<file path="src/qbpl_pkg.sv">
// Function
// - eight-line port pulls up lines latched one
// - alternates need latch one, except transmit/write
// - five-line port pulls up lines latched one
// - can receive passes only when latch set
// - eight-line port alternate function bit routing
// - five-line port alternate function bit routing
// - serial receive bidirectional, transmit clocks synchronously
// - write and read strobes drive external memory
// - write strobe loads bus into latches
// - read-latch strobe returns latch contents
// - read-pin strobe returns sampled pin levels
// - every line independently input or output, except transmit and write strobe
// - reset forces every latch to one
// - set latch lets alternate output drive
// - latch changes late, pin updates next
package qbpl_pkg;
   localparam int unsigned EIGHT_W  = 8;
   localparam int unsigned FIVE_W   = 5;
   localparam logic [7:0]  EIGHT_RST = 8'hff;
   localparam logic [4:0]  FIVE_RST  = 5'h1f;
   // eight-line port bit positions
   localparam int unsigned B_RXD  = 0;
   localparam int unsigned B_TXD  = 1;
   localparam int unsigned B_INTA = 2;
   localparam int unsigned B_INTB = 3;
   localparam int unsigned B_TMA  = 4;
   localparam int unsigned B_TMB  = 5;
   localparam int unsigned B_WRS  = 6;
   localparam int unsigned B_RDS  = 7;
   // five-line port bit positions
   localparam int unsigned B_CTX  = 0;
   localparam int unsigned B_CRX  = 1;
   localparam int unsigned B_MISO = 2;
   localparam int unsigned B_SCK  = 3;
   localparam int unsigned B_MOSI = 4;
   localparam logic [1:0]  SEL_EIGHT = 2'h0;
   localparam logic [1:0]  SEL_FIVE  = 2'h1;
endpackage

</file>
<file path="src/qbpl_line_if.sv">
`timescale 1ns/1ns
interface qbpl_line_if #(parameter int unsigned W = 8);
   logic [W-1:0] latch;
   logic [W-1:0] alt_out;
   logic [W-1:0] pin_in;
   logic [W-1:0] pin_sampled;
   logic [W-1:0] drive_low;
   modport port_side (output latch, output alt_out, output pin_in,
                      input pin_sampled, input drive_low);
   modport line_side (input latch, input alt_out, input pin_in,
                      output pin_sampled, output drive_low);
endinterface

</file>
<file path="src/qbpl_lines.sv">
`timescale 1ns/1ns
module qbpl_lines
   import qbpl_pkg::*;
#(
   parameter int unsigned W = 8
)(
   input  wire logic sys_clk_i,
   input  wire logic rst_i,
   qbpl_line_if.line_side lif
);
   logic [W-1:0] drive_low_ff;
   logic [W-1:0] nxt_drive_low;
   logic [W-1:0] sampled_ff;
   logic [W-1:0] nxt_sampled;

   // registered drive: pin follows latch one cycle later, like the real buffer
   genvar g;
   for (g = 0; g < W; g++) begin : g_line
      always_comb begin
         nxt_drive_low[g] = ~(lif.latch[g] & lif.alt_out[g]);
         nxt_sampled[g]   = lif.pin_in[g];
      end
   end

   always_ff @(posedge sys_clk_i) begin
      if (rst_i) begin
         drive_low_ff <= '0;
         sampled_ff   <= '0;
      end else begin
         drive_low_ff <= nxt_drive_low;
         sampled_ff   <= nxt_sampled;
      end
   end

   assign lif.drive_low   = drive_low_ff;
   assign lif.pin_sampled = sampled_ff;

   AST_DRIVE_FOLLOWS: assert property (@(posedge sys_clk_i) disable iff (rst_i)
      !$past(rst_i) |-> lif.drive_low == ~($past(lif.latch) & $past(lif.alt_out)))
      else $error("drive does not follow latch and alternate");
   AST_SAMPLE: assert property (@(posedge sys_clk_i) disable iff (rst_i)
      !$past(rst_i) |-> lif.pin_sampled == $past(lif.pin_in))
      else $error("pin sample wrong");
endmodule

</file>
<file path="src/qbpl_ports.sv">
`timescale 1ns/1ns
module qbpl_ports
   import qbpl_pkg::*;
(
   input  wire logic                sys_clk_i,
   input  wire logic                rst_i,
   // cpu side
   input  wire logic [1:0]          port_sel_i,
   input  wire logic                wr_latch_i,
   input  wire logic                rd_latch_i,
   input  wire logic                rd_pin_i,
   input  wire logic [7:0]          bus_wdata_i,
   output logic      [7:0]          bus_rdata_o,
   // eight-line port pins (open drain low, pull-up high)
   input  wire logic [EIGHT_W-1:0]  eight_line_port_in_i,
   output logic      [EIGHT_W-1:0]  eight_line_port_out_o,
   output logic      [EIGHT_W-1:0]  eight_line_port_oe_o,
   output logic      [EIGHT_W-1:0]  eight_line_port_pullup_o,
   // five-line port pins
   input  wire logic [FIVE_W-1:0]   five_line_port_in_i,
   output logic      [FIVE_W-1:0]   five_line_port_out_o,
   output logic      [FIVE_W-1:0]   five_line_port_oe_o,
   output logic      [FIVE_W-1:0]   five_line_port_pullup_o,
   // serial port
   input  wire logic                uart_sync_mode_i,
   input  wire logic                uart_rxd_out_i,
   input  wire logic                uart_txd_out_i,
   output logic                     uart_rxd_o,
   // interrupts, timers and spi select
   output logic                     ext_interrupt_a_o,
   output logic                     ext_interrupt_b_o,
   output logic                     timer_a_count_in_o,
   output logic                     timer_b_count_in_o,
   output logic                     spi_ss_o,
   // external data memory strobes, active low
   input  wire logic                xmem_wr_n_i,
   input  wire logic                xmem_rd_n_i,
   // can and spi
   input  wire logic                can_transmit_out_i,
   output logic                     can_receive_in_o,
   input  wire logic                spi_miso_out_i,
   output logic                     spi_miso_o,
   input  wire logic                spi_sck_out_i,
   output logic                     spi_sck_o,
   input  wire logic                spi_mosi_out_i,
   output logic                     spi_mosi_o
);
   logic [EIGHT_W-1:0] eight_ff;
   logic [EIGHT_W-1:0] nxt_eight;
   logic [FIVE_W-1:0]  five_ff;
   logic [FIVE_W-1:0]  nxt_five;
   logic [7:0]         rdata_ff;
   logic [7:0]         nxt_rdata;
   logic [EIGHT_W-1:0] eight_alt;
   logic [FIVE_W-1:0]  five_alt;

   qbpl_line_if #(.W(EIGHT_W)) e_if ();
   qbpl_line_if #(.W(FIVE_W))  f_if ();

   // latch write: one cycle, so a rmw sequence lands at its end
   always_comb begin
      nxt_eight = eight_ff;
      nxt_five  = five_ff;
      if (wr_latch_i && port_sel_i == SEL_EIGHT) begin
         nxt_eight = bus_wdata_i;
      end
      if (wr_latch_i && port_sel_i == SEL_FIVE) begin
         nxt_five = bus_wdata_i[FIVE_W-1:0];
      end
   end

   // read mux; latch read takes priority, core must pick it for rmw
   always_comb begin
      nxt_rdata = 8'h00;
      if (rd_latch_i) begin
         unique case (port_sel_i)
            SEL_EIGHT: nxt_rdata = eight_ff;
            SEL_FIVE:  nxt_rdata = {3'h0, five_ff};
            default:   nxt_rdata = 8'h00;
         endcase
      end else if (rd_pin_i) begin
         unique case (port_sel_i)
            SEL_EIGHT: nxt_rdata = e_if.pin_sampled;
            SEL_FIVE:  nxt_rdata = {3'h0, f_if.pin_sampled};
            default:   nxt_rdata = 8'h00;
         endcase
      end
   end

   always_ff @(posedge sys_clk_i) begin
      if (rst_i) begin
         eight_ff <= EIGHT_RST;
         five_ff  <= FIVE_RST;
         rdata_ff <= 8'h00;
      end else begin
         eight_ff <= nxt_eight;
         five_ff  <= nxt_five;
         rdata_ff <= nxt_rdata;
      end
   end
   assign bus_rdata_o = rdata_ff;

   // alternate outputs; lines without an output function idle high
   always_comb begin
      eight_alt         = '1;
      eight_alt[B_RXD]  = uart_sync_mode_i ? uart_rxd_out_i : 1'b1;
      eight_alt[B_WRS]  = xmem_wr_n_i;
      eight_alt[B_RDS]  = xmem_rd_n_i;
      five_alt          = '1;
      five_alt[B_CTX]   = can_transmit_out_i;
      five_alt[B_MISO]  = spi_miso_out_i;
      five_alt[B_SCK]   = spi_sck_out_i;
      five_alt[B_MOSI]  = spi_mosi_out_i;
   end

   assign e_if.latch   = eight_ff;
   assign e_if.alt_out = eight_alt;
   assign e_if.pin_in  = eight_line_port_in_i;
   assign f_if.latch   = five_ff;
   assign f_if.alt_out = five_alt;
   assign f_if.pin_in  = five_line_port_in_i;

   // transmit and write strobe bypass the latch, so they override it here
   always_comb begin
      eight_line_port_oe_o = e_if.drive_low;
      eight_line_port_oe_o[B_TXD] = ~uart_txd_out_i;
      eight_line_port_oe_o[B_WRS] = ~xmem_wr_n_i;
   end
   qbpl_lines #(.W(EIGHT_W)) u_eight (
      .sys_clk_i (sys_clk_i),
      .rst_i     (rst_i),
      .lif       (e_if)
   );
   qbpl_lines #(.W(FIVE_W)) u_five (
      .sys_clk_i (sys_clk_i),
      .rst_i     (rst_i),
      .lif       (f_if)
   );

   assign eight_line_port_out_o    = '0;
   assign eight_line_port_pullup_o = eight_ff;
   assign five_line_port_out_o     = '0;
   assign five_line_port_oe_o      = f_if.drive_low;
   assign five_line_port_pullup_o  = five_ff;

   // inputs gated by latch, five-line spi ones ungated: a cleared latch holds the input inactive, high, or low for both timer count inputs
   assign uart_rxd_o         = e_if.pin_sampled[B_RXD] | ~eight_ff[B_RXD];
   assign ext_interrupt_a_o  = e_if.pin_sampled[B_INTA] | ~eight_ff[B_INTA];
   assign ext_interrupt_b_o  = e_if.pin_sampled[B_INTB] | ~eight_ff[B_INTB];
   assign timer_a_count_in_o = e_if.pin_sampled[B_TMA] & eight_ff[B_TMA];
   assign timer_b_count_in_o = e_if.pin_sampled[B_TMB] & eight_ff[B_TMB];
   assign spi_ss_o           = e_if.pin_sampled[B_TMB] | ~eight_ff[B_TMB];
   assign can_receive_in_o   = f_if.pin_sampled[B_CRX] | ~five_ff[B_CRX];
   assign spi_miso_o         = f_if.pin_sampled[B_MISO];
   assign spi_sck_o          = f_if.pin_sampled[B_SCK];
   assign spi_mosi_o         = f_if.pin_sampled[B_MOSI];

   // reset judged one edge later, so no value from before the first edge is used
   AST_RESET_ONES: assert property (@(posedge sys_clk_i)
      rst_i |=> eight_ff == EIGHT_RST && five_ff == FIVE_RST)
      else $error("latches not one after reset");

   // cpu side
   AST_WRITE: assert property (@(posedge sys_clk_i) disable iff (rst_i)
      wr_latch_i && port_sel_i == SEL_EIGHT |=> eight_ff == $past(bus_wdata_i))
      else $error("latch write lost");
   AST_WR_REFUSED: assert property (@(posedge sys_clk_i) disable iff (rst_i)
      wr_latch_i && port_sel_i[1] |=> $stable(eight_ff) && $stable(five_ff))
      else $error("unmapped write changed a latch");
   AST_HOLD: assert property (@(posedge sys_clk_i) disable iff (rst_i)
      !wr_latch_i |=> $stable(eight_ff) && $stable(five_ff))
      else $error("latch changed without a write");
   AST_RD_LATCH: assert property (@(posedge sys_clk_i) disable iff (rst_i)
      rd_latch_i && port_sel_i == SEL_EIGHT |=> bus_rdata_o == $past(eight_ff))
      else $error("latch read wrong");
   AST_RD_LATCH5: assert property (@(posedge sys_clk_i) disable iff (rst_i)
      rd_latch_i && port_sel_i == SEL_FIVE |=> bus_rdata_o == {3'h0, $past(five_ff)})
      else $error("five-line latch read wrong");
   AST_RD_PIN: assert property (@(posedge sys_clk_i) disable iff (rst_i)
      rd_pin_i && !rd_latch_i && port_sel_i == SEL_EIGHT
      |=> bus_rdata_o == $past(e_if.pin_sampled))
      else $error("pin read wrong");
   AST_RD_IDLE: assert property (@(posedge sys_clk_i) disable iff (rst_i)
      (!rd_latch_i && !rd_pin_i) || port_sel_i[1] |=> bus_rdata_o == 8'h00)
      else $error("read data not zero without a mapped read");

   // peripheral inputs
   AST_CAN_GATE: assert property (@(posedge sys_clk_i) disable iff (rst_i)
      !five_ff[B_CRX] |-> can_receive_in_o)
      else $error("can receive passed with latch clear");
   AST_CAN_PASS: assert property (@(posedge sys_clk_i) disable iff (rst_i)
      five_ff[B_CRX] |-> can_receive_in_o == f_if.pin_sampled[B_CRX])
      else $error("can receive lost with latch set");
   AST_ALT_GATE: assert property (@(posedge sys_clk_i) disable iff (rst_i)
      (eight_ff[B_RXD] || uart_rxd_o) && (eight_ff[B_INTA] || ext_interrupt_a_o)
      && (eight_ff[B_INTB] || ext_interrupt_b_o)
      && (eight_ff[B_TMA] || !timer_a_count_in_o)
      && (eight_ff[B_TMB] || (!timer_b_count_in_o && spi_ss_o)))
      else $error("alternate input active with latch clear");
   AST_TIMER_PASS: assert property (@(posedge sys_clk_i) disable iff (rst_i)
      eight_ff[B_TMA] |-> timer_a_count_in_o == e_if.pin_sampled[B_TMA])
      else $error("timer count input not routed");
   AST_SS_PASS: assert property (@(posedge sys_clk_i) disable iff (rst_i)
      eight_ff[B_TMB] |-> spi_ss_o == e_if.pin_sampled[B_TMB]
      && timer_b_count_in_o == e_if.pin_sampled[B_TMB])
      else $error("shared select line not routed");

   // pin side
   AST_PULLUP: assert property (@(posedge sys_clk_i) disable iff (rst_i)
      wr_latch_i && port_sel_i == SEL_EIGHT |=> eight_line_port_pullup_o == $past(bus_wdata_i))
      else $error("pull-up does not follow written latch");
   AST_PULLUP5: assert property (@(posedge sys_clk_i) disable iff (rst_i)
      wr_latch_i && port_sel_i == SEL_FIVE
      |=> five_line_port_pullup_o == $past(bus_wdata_i[FIVE_W-1:0]))
      else $error("five-line pull-up does not follow written latch");
   AST_PIN_LAG: assert property (@(posedge sys_clk_i) disable iff (rst_i)
      wr_latch_i && port_sel_i == SEL_FIVE && bus_wdata_i[B_MOSI] == 1'b0
      |=> ##1 five_line_port_oe_o[B_MOSI])
      else $error("pin did not follow cleared latch");
   AST_PIN_RISE: assert property (@(posedge sys_clk_i) disable iff (rst_i)
      wr_latch_i && port_sel_i == SEL_FIVE && bus_wdata_i[B_CRX]
      |=> ##1 !five_line_port_oe_o[B_CRX])
      else $error("pin not released after latch set");
   AST_RDS_ALT: assert property (@(posedge sys_clk_i) disable iff (rst_i)
      eight_ff[B_RDS] |=> eight_line_port_oe_o[B_RDS] == !$past(xmem_rd_n_i))
      else $error("read strobe not on pin");
   AST_RXD_MODE: assert property (@(posedge sys_clk_i) disable iff (rst_i)
      eight_ff[B_RXD]
      |=> eight_line_port_oe_o[B_RXD] == ($past(uart_sync_mode_i) && !$past(uart_rxd_out_i)))
      else $error("receive line drive wrong for serial mode");
endmodule

</file>
<file path="config.mk">
export PLATFORM = sky130hd
export DESIGN_NAME = qbpl_ports
export DESIGN_NICKNAME = d
export VERILOG_FILES = /design/src/qbpl_pkg.sv /design/src/qbpl_line_if.sv /design/src/qbpl_lines.sv /design/src/qbpl_ports.sv
export SDC_FILE = /design/constraint.sdc
export NUM_CORES = 1
export LEC_CHECK = 0
export CAP_MARGIN = 5
export CORE_ASPECT_RATIO = 0.6
export CORE_MARGIN = 2
export CORE_UTILIZATION = 40
export DETAILED_ROUTE_END_ITERATION = 8
export DONT_BUFFER_PORTS = 1
export HOLD_SLACK_MARGIN = 0.1
export SYNTH_ARGS = -nofsm -noshare
export SYNTH_HDL_FRONTEND = slang
export SYNTH_SLANG_ARGS = --single-unit
</file>
<file path="constraint.sdc">
create_clock -name sys_clk_i -period 1.1 [get_ports sys_clk_i]
set_input_delay 0 -clock sys_clk_i [delete_from_list [all_inputs] [get_ports sys_clk_i]]
set_output_delay 0 -clock sys_clk_i [all_outputs]
set_load 0.005 [all_outputs]
</file>
Word-level counts from Yosys, hierarchy flattened --
Cells that the tools add are included.
Word-level totals: register bits after elaboration 47, input bits 37, output and inout port bits 57, logic and storage cells 46
Cells by class: equality and inequality tests 1, mux-type cells 5, bitwise logic cells 30, reduce and logical (&&, ||, !) cells 3
Operators with widths (count):
- $pmux W8 S2 | 2
- $mux W8 | 2
- $not A1 Y1 | 16
- $and A1 B1 Y1 | 9
- $or A1 B1 Y1 | 5
- $eq A2 B1 Y1 const B | 1
- $logic_and A1 B1 Y1 | 2
- $logic_not A2 Y1 | 1
- $mux W1 | 1

Longest topological paths before layout --
depth in word-level cells 4, mapped depth 3, gate-level depth less buffers 2

By module --
A second synthesis with hierarchy kept.
Second synthesis, totals: cell total of the unflattened synthesis 167, area total of the unflattened synthesis 1775.5 um2
By module, submodules not included:
- qbpl_ports | times used 1, cells each 113, area an instance 1034.7 um2, seq. area each 420.4 um2
- qbpl_lines at u_eight | times used 1, cells each 33, area an instance 436.7 um2, seq. area each 320.3 um2
- qbpl_lines at u_five | times used 1, cells each 21, area an instance 304.0 um2, seq. area each 200.2 um2

Worst setup path after synthesis --
No wires, ideal clock.
path kind input to register, start input rd_latch_i, end register rdata_ff[0], in the netlist bus_rdata_o[0], setup time 0.075 ns, arrival 0.696 ns, required time 1.025 ns, setup slack 0.329 ns, stages on the path 2, path buffers 0, path through or4b_4 -> o22ai_1
On the way: word-level cells in the longest chain between the ends 1
RTL lines:
- start, declared | line qbpl_ports.sv:10 | input wire logic rd_latch_i,
- $mux W8 | line qbpl_ports.sv:75 | if (rd_latch_i) begin
- end signal, assigned | line qbpl_ports.sv:98 | rdata_ff <= nxt_rdata;
- end, declared | line qbpl_ports.sv:52 | logic [7:0] rdata_ff;
No other way between the ends. A chain may end at the register's enable or synchronous reset.

Final worst setup path --
start input uart_sync_mode_i, end register u_eight.drive_low_ff[0], in the netlist u_eight.lif.drive_low[0]
On the way: word-level cells in the longest chain between the ends 3
RTL lines:
- start, declared | line qbpl_ports.sv:25 | input wire logic uart_sync_mode_i,
- $mux W1 | line qbpl_ports.sv:106 | eight_alt[B_RXD] = uart_sync_mode_i ? uart_rxd_out_i : 1'b1;
- $and A1 B1 Y1 | line qbpl_lines.sv:20 | nxt_drive_low[g] = ~(lif.latch[g] & lif.alt_out[g]);
- $not A1 Y1 | line qbpl_lines.sv:20
- end signal, assigned | line qbpl_lines.sv:30 | drive_low_ff <= nxt_drive_low;
- end, declared | line qbpl_lines.sv:11 | logic [W-1:0] drive_low_ff;
No other way between the ends.

==> results.yml <==
run_status:
  status: "finished, violations left"
  violations: "negative hold slack"
worst_setup_path:
  r2r-start: "five_line_port_pullup_o[1]"
  crit_required_ns: 1.28
  cpLargestDelayFamily: "buffers and inverters"
  critPathArrivalTime_ns: 1.23
  setup.worst_path.class: "in2reg"
  path_buf_inv: 2
  crit_chain: "dlygate4sd3_1, nand2b_1, dlygate4sd3_1, a21oi_2"
  rrSetupSlack_ns: 0.32
  critical_path.most_common_cell: "dlygate4sd3_1"
  worstPathMaxFanout: 1
  worst-r2r-cell-count: 2
  max_stage_delay_ns: 0.57
  critPathSlowestCell: "dlygate4sd3_1"
  end_kind: "flip-flop"
  reg2reg_to: "five_line_port_pullup_o[1]"
  setup.worst_path.start_class: "input port"
clock_tree:
  clk_latency_ns: 0.29
  cts-buffers-inserted: 5
  cts_buffer_depth: 2
  cts_hold_buf: 45
  cts_root_buffer: "clkbuf_8"
  clkTransAtPathRegs_ns: 0.08
  tritoncts: "built"
  post-cts-setup-buffer-count: 0
  cts.sinks: 45
  htree_num_levels: 2
timing:
  holdWs_ns: -0.153
  setup-tns-final_ns: 0
  finalClockSkew_ns: 0.00485
  finalCritPeriodShare_pct: 95.6
  finalHoldViolations: 9
  setup_ws_ns: 0.0485
  drv_slew: 0
  setup_viol: 0
  fin_crit_ns: 1.05
  rsz0062_at_grt: "false"
  maxClockFrequency_ghz: 0.951
finish:
  multiInputGateArea_um2: 652
  n_fill_cell: 337
  fin_nets: 241
  syn2layout_area_growth_pct: 33.9
  layout.cells.non_filler: 251
  layout-drive-gt1-share_pct: 6.37
  design_area_um2: 2180
  seqCellArea_um2: 901
  n_antenna_cell: 0
routing:
  drc_errors: 0
  drt_iter0_drc: 26
  drt-total-wl_um: 3880
  via_per_inst: 4.94
  via_count: 1239
  drtAntennaViolNets: 0
  drtPass1Iterations: 4
  wire_per_inst_um: 15.5
global_route:
  grt_pass1_wl_um: 5770
  antenna_found_initial: 0
  grt_max_degree: 44
  grt_use_total_pct: 16.9
  grt_pass1_vias: 1232
  grt_overflow: 0
logic_synthesis:
  synth_top_cell_by_area: "dfxtp_1"
  ys_async_sr_fraction_pct: 0
  yosys.area.top_type_share_pct: 55.3
  yosysMostFrequentCell: "dfxtp_1"
  avgSynthCellArea_um2: 10.4
  ys_ff_latch: 45
  synthTopCellsByArea: "dfxtp_1 (55%), mux2i_1 (14%), buf_4 (6.0%)"
  syn_inst: 157
  yosysUniqueCellTypes: 19
  yosysSeqAreaShare_pct: 55.3
  synth_flop_cell: "dfxtp_1"
  synthTopCellsByCount: "dfxtp_1 (45), mux2i_1 (23), nor2_1 (21)"
  syn_area_um2: 1630
  synth-edff-count: 0
  ys_warn_count: 0
worst_hold_path:
  holdCritPathClass: "in2reg"
  worstHoldPathCells: 2
  hold_start: "rd_latch_i"
  hold_end: "bus_rdata_o[5]"
placed_design:
  dp.cells: 199
  io_buffers: 0
  dp_slack_ns: 0.273
  place.gp.congestion: 0.717
  dp.final_hpwl_um: 2540
  place_area_um2: 1630
floorplanning:
  start_util_pct: 43.0
  die_h_um: 53.4
  core_um2: 3790
  num_rows: 17
  fp.dieW_um: 86.4
  io_pins: 94
  die_area_um2: 4620
pwr:
  p_leak_nw: 0.952
  vdd_drop_max_v: 0.000825
  powerDensity_nw_per_um2: 1410
flow_run:
  drv_cap: 0
-- final cells by class --
type | count | share of cell area (%)
Tap cell | 47 | 2.70
Inverter | 2 | 0.344
Sequential cell | 45 | 41.3
Timing Repair Buffer | 47 | 21.8
Clock buffer | 7 | 3.96
Multi-Input combinational cell | 103 | 29.9
-- what timing repair did --
item	4_1_cts	5_1_grt
setup endpoints to repair	0	1
gates resized for setup	0	1
hold endpoints to repair	47	19
-- cell usage in the layout (no fill, tap or decap), types with 3 or more instances in the layout --
master         instances
a21oi_1                8
clkbuf_8               6
conb_1                13
dfxtp_1               45
dlygate4sd3_1         44
mux2i_1               23
nand2_1                3
nand2b_1               6
nand3b_1               4
nor2_1                21
nor2b_1               13
o22ai_1                5
-- how the worst max path moves through the flow --
| stage | startpoint | end | slack, ns | depth (start not counted) |
|---|---|---|---|---|
| after global placement | rd_latch_i | bus_rdata_o[3] | 0.29 | 2 |
| final | uart_sync_mode_i | u_eight.lif.drive_low[0] | 0.05 | 4 |
| after floorplan | rd_latch_i | bus_rdata_o[0] | 0.33 | 2 |
| after global routing | uart_sync_mode_i | u_eight.lif.drive_low[0] | 0.007 | 4 |
| after CTS | bus_wdata_i[6] | eight_line_port_pullup_o[6] | 0.06 | 4 |
| after detailed placement | rd_latch_i | bus_rdata_o[3] | 0.27 | 2 |
-- state kept, by name, summed over array words and instances, names as in the netlist --
register,cells
bus_rdata_o,8
u_eight.lif.pin_sampled,8
u_five.lif.pin_sampled,5
u_eight.lif.drive_low,6
u_five.lif.drive_low,5
eight_line_port_pullup_o,8
five_line_port_pullup_o,5
-- report_power, final --
part / leakage, nW / switching, mW / internal (mW)
Clock: 0.0443 / 0.509 / 0.499
Sequential: 0.371 / 0.0526 / 1.70
Combinational: 0.537 / 0.116 / 0.187
Total: 0.952 / 0.678 / 2.39
-- layer usage --
layer	global-route usage (%)	share of wire, %
met1	19.5	45
met2	29.2	46
met3	6.55	8.4
met4	5.73	0.98
met5	0	0
-- cell families (layout without fill, tap and decap cells) --
family / after synthesis / count (layout) / share of synthesized area [%]
and+or+nand+nor: 53 / 53 / 17.7
DFF: 45 / 45 / 55.3
other: 1 / 13 / 0.230
AOI/OAI and AO/OA: 14 / 14 / 4.68
muxes: 23 / 23 / 14.1
buffers and inverters: 21 / 56 / 7.99
-- stage by stage --
step	power (mW)	hold slack, ns	utilization, %
after detailed placement	1.94	0.0281	43.1
after CTS	3.09	-0.162	57.5
after global routing	3.19	-0.144	57.6
after global placement	1.94	0.0322	43.1
final	3.06	-0.153	57.6
after floorplan	1.96	0.0265	-
Note: power is estimated with default switching activity, not from simulation.
